**src/inc/drive_defs.svh**
```systemverilog
// Constants for the drive restart and override control block
// What this block does
// - Automatic option starts drive after reset
// - Retry setting: up to 5 restarts, 20 s apart
// - Count attempts; final failure locks out with fault
// - Attempt count cleared only by power removal
// - Override settings act only for override functions
// - Polarity 0: override while contact open
// - Polarity 1: override while contact closed
// - Latch 0: override follows corrected input
// - Latch 1: pulse latches override until disabled
`ifndef DRIVE_DEFS_SVH
`define DRIVE_DEFS_SVH

// ----------------------------------------------------------------
// Timing
// ----------------------------------------------------------------
`define CLK_HZ 20000000
`define TICK_US 1000
`define TICK_CYC (`CLK_HZ / 1000000 * `TICK_US)
`define RETRY_S 20
`define RETRY_TICKS (`RETRY_S * 1000000 / `TICK_US)
`define DEBOUNCE_MS 10
`define DEBOUNCE_TICKS (`DEBOUNCE_MS * 1000 / `TICK_US)
`define TICK_W 15
`define WAIT_W 15
`define DB_W 4

// ----------------------------------------------------------------
// Settings
// ----------------------------------------------------------------
`define AR_MANUAL 3'h0
`define AR_MAX_TRY 3'h5
`define AR_AUTO 3'h7
`define CNT_ZERO 3'h0
`define CNT_ONE 3'h1
`define DI_OVR_FIRST 5'h0F
`define DI_OVR_LAST 5'h12

`endif

```
**src/inc/drive_pkg.sv**
```systemverilog
// Types for the drive restart and override control block
package drive_pkg;
    typedef enum logic [1:0] {
        ST_STOP = 2'b00,
        ST_RUN = 2'b01,
        ST_WAIT = 2'b10,
        ST_LOCK = 2'b11
    } run_state_type;
endpackage : drive_pkg

```
**src/hdl/drive_restart_ctrl.sv**
```systemverilog
// Auto restart, trip retry and override input control of a drive
`include "drive_defs.svh"
module drive_restart_ctrl #(
    parameter int TICK_CYCLES = `TICK_CYC,
    parameter int RETRY_TICKS = `RETRY_TICKS,
    parameter int DB_TICKS = `DEBOUNCE_TICKS
) (
    input wire logic I_MCLK,
    input wire logic I_RSTN,
    input wire logic [2:0] I_AUTO_RESTART_SETTING,
    input wire logic I_RUN_CMD,
    input wire logic I_TRIP,
    input wire logic I_FAULT_RESET,
    input wire logic [4:0] I_DI_FUNC,
    input wire logic I_OVR_POLARITY,
    input wire logic I_OVR_LATCH,
    input wire logic I_OVR_IN,
    output logic O_RUN,
    output logic O_RESTART,
    output logic O_FAULT,
    output logic O_LOCKOUT,
    output logic [2:0] O_ATTEMPTS,
    output logic O_OVERRIDE
);
    drive_pkg::run_state_type state_r;
    drive_pkg::run_state_type state_nxt;
    logic [`TICK_W-1:0] tick_cnt_r;
    logic tick;
    logic [`WAIT_W-1:0] wait_cnt_r;
    logic wait_done;
    logic [2:0] attempt_cnt_r;
    logic auto_pend_r;
    logic run_cmd_d_r;
    logic start_req;
    logic retry_mode;
    logic retry_left;
    logic ovr_sel;
    logic ovr_level;
    logic ovr_req;
    logic [`DB_W-1:0] arm_cnt_r;
    logic ovr_arm;

    // ------------------------------------------------------------
    // Millisecond tick
    // ------------------------------------------------------------
    assign tick = (tick_cnt_r == `TICK_W'(TICK_CYCLES - 1));

    always_ff @(posedge I_MCLK or negedge I_RSTN) begin
        if (!I_RSTN) begin
            tick_cnt_r <= '0;
        end else if (tick) begin
            tick_cnt_r <= '0;
        end else begin
            tick_cnt_r <= tick_cnt_r + `TICK_W'(1);
        end
    end

    // ------------------------------------------------------------
    // Start request
    // ------------------------------------------------------------
    assign retry_mode = (I_AUTO_RESTART_SETTING != `AR_MANUAL) &&
        (I_AUTO_RESTART_SETTING <= `AR_MAX_TRY);
    assign retry_left = attempt_cnt_r < I_AUTO_RESTART_SETTING;
    assign start_req = I_RUN_CMD && !run_cmd_d_r;

    always_ff @(posedge I_MCLK or negedge I_RSTN) begin
        if (!I_RSTN) begin
            run_cmd_d_r <= 1'b0;
        end else begin
            run_cmd_d_r <= I_RUN_CMD;
        end
    end

    always_ff @(posedge I_MCLK or negedge I_RSTN) begin
        if (!I_RSTN) begin
            auto_pend_r <= 1'b1;
        end else if (state_r == drive_pkg::ST_STOP) begin
            auto_pend_r <= 1'b0;
        end
    end

    // ------------------------------------------------------------
    // Run state machine
    // ------------------------------------------------------------
    always_comb begin
        state_nxt = state_r;
        unique case (state_r)
            drive_pkg::ST_STOP: begin
                if (start_req || (auto_pend_r &&
                    I_AUTO_RESTART_SETTING == `AR_AUTO)) begin
                    state_nxt = drive_pkg::ST_RUN;
                end
            end
            drive_pkg::ST_RUN: begin
                if (I_TRIP) begin
                    if (retry_mode && retry_left) begin
                        state_nxt = drive_pkg::ST_WAIT;
                    end else if (retry_mode) begin
                        state_nxt = drive_pkg::ST_LOCK;
                    end else begin
                        state_nxt = drive_pkg::ST_STOP;
                    end
                end else if (!I_RUN_CMD &&
                    I_AUTO_RESTART_SETTING != `AR_AUTO) begin
                    state_nxt = drive_pkg::ST_STOP;
                end
            end
            drive_pkg::ST_WAIT: begin
                if (wait_done) begin
                    state_nxt = drive_pkg::ST_RUN;
                end
            end
            drive_pkg::ST_LOCK: begin
                if (I_FAULT_RESET) begin
                    state_nxt = drive_pkg::ST_STOP;
                end
            end
        endcase
    end

    always_ff @(posedge I_MCLK or negedge I_RSTN) begin
        if (!I_RSTN) begin
            state_r <= drive_pkg::ST_STOP;
        end else begin
            state_r <= state_nxt;
        end
    end

    // ------------------------------------------------------------
    // Retry spacing
    // ------------------------------------------------------------
    assign wait_done = tick && (wait_cnt_r == `WAIT_W'(RETRY_TICKS - 1));

    always_ff @(posedge I_MCLK or negedge I_RSTN) begin
        if (!I_RSTN) begin
            wait_cnt_r <= '0;
        end else if (state_r != drive_pkg::ST_WAIT || wait_done) begin
            wait_cnt_r <= '0;
        end else if (tick) begin
            wait_cnt_r <= wait_cnt_r + `WAIT_W'(1);
        end
    end

    always_ff @(posedge I_MCLK or negedge I_RSTN) begin
        if (!I_RSTN) begin
            attempt_cnt_r <= `CNT_ZERO;
        end else if (state_r == drive_pkg::ST_WAIT && wait_done) begin
            attempt_cnt_r <= attempt_cnt_r + `CNT_ONE;
        end
    end

    // ------------------------------------------------------------
    // Drive outputs
    // ------------------------------------------------------------
    always_ff @(posedge I_MCLK or negedge I_RSTN) begin
        if (!I_RSTN) begin
            O_RUN <= 1'b0;
            O_RESTART <= 1'b0;
            O_LOCKOUT <= 1'b0;
            O_ATTEMPTS <= `CNT_ZERO;
        end else begin
            O_RUN <= state_nxt == drive_pkg::ST_RUN;
            O_RESTART <= state_r == drive_pkg::ST_WAIT && wait_done;
            O_LOCKOUT <= state_nxt == drive_pkg::ST_LOCK;
            O_ATTEMPTS <= attempt_cnt_r;
        end
    end

    always_ff @(posedge I_MCLK or negedge I_RSTN) begin
        if (!I_RSTN) begin
            O_FAULT <= 1'b0;
        end else if (state_r == drive_pkg::ST_RUN && I_TRIP &&
            !(retry_mode && retry_left)) begin
            O_FAULT <= 1'b1;
        end else if (I_FAULT_RESET) begin
            O_FAULT <= 1'b0;
        end
    end

    // ------------------------------------------------------------
    // Override input
    // ------------------------------------------------------------
    // filter before evaluation
    input_debounce #(
        .DB_TICKS(DB_TICKS)
    ) u_ovr_db (
        .i_clk(I_MCLK),
        .i_rst_n(I_RSTN),
        .i_tick(tick),
        .i_raw(I_OVR_IN),
        .o_level(ovr_level)
    );

    assign ovr_sel = (I_DI_FUNC >= `DI_OVR_FIRST) &&
        (I_DI_FUNC <= `DI_OVR_LAST);
    assign ovr_req = I_OVR_POLARITY ? ovr_level : !ovr_level;
    assign ovr_arm = (arm_cnt_r == `DB_W'(DB_TICKS));

    always_ff @(posedge I_MCLK or negedge I_RSTN) begin
        if (!I_RSTN) begin
            arm_cnt_r <= '0;
        end else if (tick && !ovr_arm) begin
            arm_cnt_r <= arm_cnt_r + `DB_W'(1);
        end
    end

    always_ff @(posedge I_MCLK or negedge I_RSTN) begin
        if (!I_RSTN) begin
            O_OVERRIDE <= 1'b0;
        end else if (!ovr_sel || !ovr_arm) begin
            O_OVERRIDE <= 1'b0;
        end else if (I_OVR_LATCH) begin
            O_OVERRIDE <= O_OVERRIDE || ovr_req;
        end else begin
            O_OVERRIDE <= ovr_req;
        end
    end
endmodule : drive_restart_ctrl

```
**src/hdl/input_debounce.sv**
```systemverilog
// Two-stage synchroniser and tick-based debounce filter
`include "drive_defs.svh"
module input_debounce #(
    parameter int DB_TICKS = `DEBOUNCE_TICKS
) (
    input wire logic i_clk,
    input wire logic i_rst_n,
    input wire logic i_tick,
    input wire logic i_raw,
    output logic o_level
);
    logic sync1_r;
    logic sync2_r;
    logic [`DB_W-1:0] db_cnt_r;
    logic db_done;

    // ------------------------------------------------------------
    // Synchroniser
    // ------------------------------------------------------------
    // two flop sync
    always_ff @(posedge i_clk or negedge i_rst_n) begin
        if (!i_rst_n) begin
            sync1_r <= 1'b0;
            sync2_r <= 1'b0;
        end else begin
            sync1_r <= i_raw;
            sync2_r <= sync1_r;
        end
    end

    // ------------------------------------------------------------
    // Debounce
    // ------------------------------------------------------------
    assign db_done = i_tick && (db_cnt_r == `DB_W'(DB_TICKS - 1));

    always_ff @(posedge i_clk or negedge i_rst_n) begin
        if (!i_rst_n) begin
            db_cnt_r <= '0;
            o_level <= 1'b0;
        end else if (sync2_r == o_level) begin
            db_cnt_r <= '0;
        end else if (db_done) begin
            db_cnt_r <= '0;
            o_level <= sync2_r;
        end else if (i_tick) begin
            db_cnt_r <= db_cnt_r + `DB_W'(1);
        end
    end
endmodule : input_debounce

```
**config.mk**
```make
export PLATFORM = sky130hd
export DESIGN_NAME = drive_restart_ctrl
export DESIGN_NICKNAME = d
export VERILOG_FILES = /design/src/inc/drive_pkg.sv /design/src/hdl/drive_restart_ctrl.sv /design/src/hdl/input_debounce.sv
export VERILOG_INCLUDE_DIRS = /design/src /design/src/inc
export SDC_FILE = /design/constraint.sdc
export NUM_CORES = 1
export LEC_CHECK = 0
export BUFFER_PORTS_ARGS = -buffer_cell sky130_fd_sc_hd__buf_2
export CORE_MARGIN = 3
export CORE_UTILIZATION = 59
export CTS_CLUSTER_DIAMETER = 30
export DETAILED_ROUTE_END_ITERATION = 8
export MAX_ROUTING_LAYER = met4
export PLACE_DENSITY = 0.79
export SYNTH_ARGS = -nofsm -noshare
export SYNTH_HDL_FRONTEND = slang
export SYNTH_SLANG_ARGS = --single-unit
```
**constraint.sdc**
```tcl
create_clock -name I_MCLK -period 2.75 [get_ports I_MCLK]
set_clock_uncertainty 0.2 [all_clocks]
set_input_delay 0.4125 -clock I_MCLK [delete_from_list [all_inputs] [get_ports I_MCLK]]
set_output_delay 0.4125 -clock I_MCLK [all_outputs]
set_load 0.02 [all_outputs]
```
==> results.py <==
metrics = {
    "drt": {
        "drcViolationCount": 0,
        "routedWlPerCell_um": 14.19,
        "initialDrtViolationCount": 110,
        "vias": 2072,
        "antenna_left": 0,
        "vias_per_cell": 5.937,
        "first_pass_iters": 4,
        "wl_um": 4954,
    },
    "synth": {
        "synth-seq-area-share_pct": 50.66,
        "synth_area_um2": 2769,
        "synthXorXnorAreaFrac_pct": 8.857,
        "synth-adder-area-share_pct": 4.067,
        "synthCells": 265,
        "syn_nets": 290,
        "avgSynthCellArea_um2": 10.45,
        "synth_area_leader_cell": "dfrtp_1",
        "synth-simple-area-share_pct": 24.94,
        "ys_seq_elements": 56,
        "synth_top_flop_cell": "dfrtp_1",
        "synth_top_area_share_pct": 49.71,
        "yosysMostFrequentCell": "dfrtp_1",
        "synth-compound-area-share_pct": 7.998,
        "synth_top_family_by_area": "simple AND/OR/NAND/NOR gates",
        "yosys_warnings": 0,
        "synthDistinctLibCells": 48,
        "synth-edff-count": 0,
        "synthTopCellsByArea": "dfrtp_1 (50%), xor2_1 (5.4%), ha_1 (4.1%), nand2_1 (3.9%), xnor2_1 (3.5%)",
        "synth_mux_area_share_pct": 1.582,
        "synthArstFlopShare_pct": 100.0,
        "synth_common_cells": "dfrtp_1 (55), nand2_1 (29), nor2_1 (25), xor2_1 (17), a21oi_1 (12)",
    },
    "critical_path": {
        "path_max_fanout": 4,
        "cp_slowest_cell": "or4b_2",
        "path_buf_inv": 0,
        "path_delay_family": "simple AND/OR/NAND/NOR gates",
        "regToRegSetupSlack_ps": 210,
        "cp-start-kind": "flip-flop",
        "r2r_cells": 5,
        "crit_type": "reg2reg",
        "crit_chain": "nand2_1, or4b_2, nor4_1, and3_1, mux2_2",
        "timing.rr.end": "attempt_cnt_r[1]",
        "r2r-start": "tick_cnt_r[9]",
        "required_ps": 2750,
        "critPathCaptureType": "flip-flop",
        "crit_path_max_incr_delay_ps": 660,
        "worstPathArrival_ps": 2530,
    },
    "sta": {
        "period_needed_ps": 2536,
        "clock.fmax_ghz": 0.3943,
        "rsz0062_at_grt": "no",
        "period_share_pct": 92.23,
        "max_slew_margin_pct": 47.04,
        "fin_ws_ps": 213.5,
        "hold_ws_ps": -20.47,
        "hold_viol": 33,
        "fin_tns_setup_ps": 0,
        "max_slew.worst_pin.slew_ps": 794.4,
        "setup_viol": 0,
        "slew_viol_final": 0,
    },
    "clocking": {
        "post_cts_resized": 0,
        "ctsHoldBuffers": 1,
        "clock_path_buffers": 2,
        "clock_latency_ps": 310,
        "cts.sinks": 56,
        "cts.clk_slew.worst_paths_ps": 90,
        "postCtsSetupBuffers": 0,
        "cts_tree": "yes",
        "root_buffer": "clkbuf_8",
        "htree_levels": 2,
        "cts_buffers": 5,
    },
    "pwr": {
        "ir_drop_v": 0.0002983,
        "powerDensity_nw_per_um2": 505.4,
        "p_leak_nw": 1.487,
    },
    "global_routing": {
        "track_usage_pct": 20.49,
        "grt_pass1_vias": 1961,
        "antenna_found_initial": 0,
        "grt_first_pass_wirelength_um": 8597,
        "grt_max_degree": 37,
        "grt_remaining_overflow": 0,
    },
    "layout": {
        "multiInputGateArea_um2": 1314,
        "drive_above_1_share_pct": 17.17,
        "antenna_cells": 0,
        "finalNetCount": 321,
        "syn2layout_area_growth_pct": 10.89,
        "fillCellCount": 370,
        "seqCellArea_um2": 1403,
    },
    "min_path": {
        "worstHoldPathType": "in2async",
    },
    "floorplan": {
        "row_count": 24,
        "ioPinCount": 24,
        "dieHeight_um": 74.51,
        "core_um2": 4444,
        "fp.dieW_um": 74.51,
        "start_util_pct": 62.30,
        "dieArea_um2": 5551,
    },
    "place": {
        "hpwl_um": 3589,
        "place_congestion": 0.8554,
        "port_buffers": 23,
        "dp_slack_ps": 229.4,
    },
    "run_status": {
        "status": "finished, violations left",
        "violations": "negative hold slack",
    },
    "job": {
        "drv_cap": 0,
    },
}
[worst max path at each step]
stage | startpoint | end | slack, ps | cells past startpoint
floorplan | tick_cnt_r[0] | wait_cnt_r[14] | 370 | 7
global placement | tick_cnt_r[9] | attempt_cnt_r[1] | 330 | 5
detailed placement | tick_cnt_r[9] | attempt_cnt_r[1] | 230 | 5
CTS | tick_cnt_r[9] | attempt_cnt_r[1] | 210 | 5
global route | tick_cnt_r[9] | attempt_cnt_r[1] | 110 | 5
finish | tick_cnt_r[9] | attempt_cnt_r[1] | 210 | 5
[state kept, by name, summed over array words and instances (netlist names), 2 cells and up]
name	cells
tick_cnt_r	15
wait_cnt_r	15
arm_cnt_r	4
u_ovr_db.db_cnt_r	4
O_ATTEMPTS	3
attempt_cnt_r	3
state_r	2
[metrics by stage]
stage	total power [mW]	utilization, %	cell area, µm²	cells
after floorplan	1.040	-	2769	265
after global placement	1.120	66.78	2968	340
after detailed placement	1.121	66.78	2968	340
after CTS	1.577	69.09	3070	349
after global routing	1.637	69.09	3070	349
final	1.552	69.09	3070	349
[final cells by class]
cell class                 instances  area share [%]
timing repair buffer              30           5.542
sequential                        56           45.68
tap                               52           2.119
clock inverter                     2          0.3260
inverter                           7          0.8557
clock buffer                       6           2.689
multi-input combinational        196           42.79
[placed cells by master (no fill, tap or decap), types with 5 or more instances in the layout]
cell	instances
dfrtp_1	55
nand4_1	11
buf_4	6
xor2_1	17
ha_1	9
clkbuf_8	6
o21ai_0	5
and3_1	5
nand2_1	29
nand3_1	10
inv_1	7
buf_2	23
a21oi_1	12
xnor2_1	11
nor2_1	25
nor3_1	6
[logic make-up after synthesis]
kind of cell               Yosys count
buffers and inverters               13
AOI/OAI and AO/OA                   34
adders and majority gates            9
and+or+nand+nor                    121
xor gates and xnor gates            28
DFF                                 56
muxes                                4
[layer usage]
layer / vias to the layer above / GRT usage [%] / part of all wire [%] / routed length (µm)
met5: - / - / 0 / 0
met4: 0 / 6.917 / 1.5 / 74
met3: 7 / 3.649 / 4.8 / 239
met2: 56 / 32.59 / 48 / 2356
met1: 1007 / 26.55 / 46 / 2283
li1: 1002 / - / - / -
[report_power, final]
group	internal (mW)	switching, mW
combinational	0.0755	0.134
clock	0.201	0.250
sequential	0.853	0.0374
[worst register-to-register path, cell delays in order (launching register included)]
cell and delay (ps):
dfrtp_1 410, nand2_1 160, or4b_2 660, nor4_1 380, and3_1 280, mux2_2 350
Note: power is estimated with default switching activity, not from simulation.
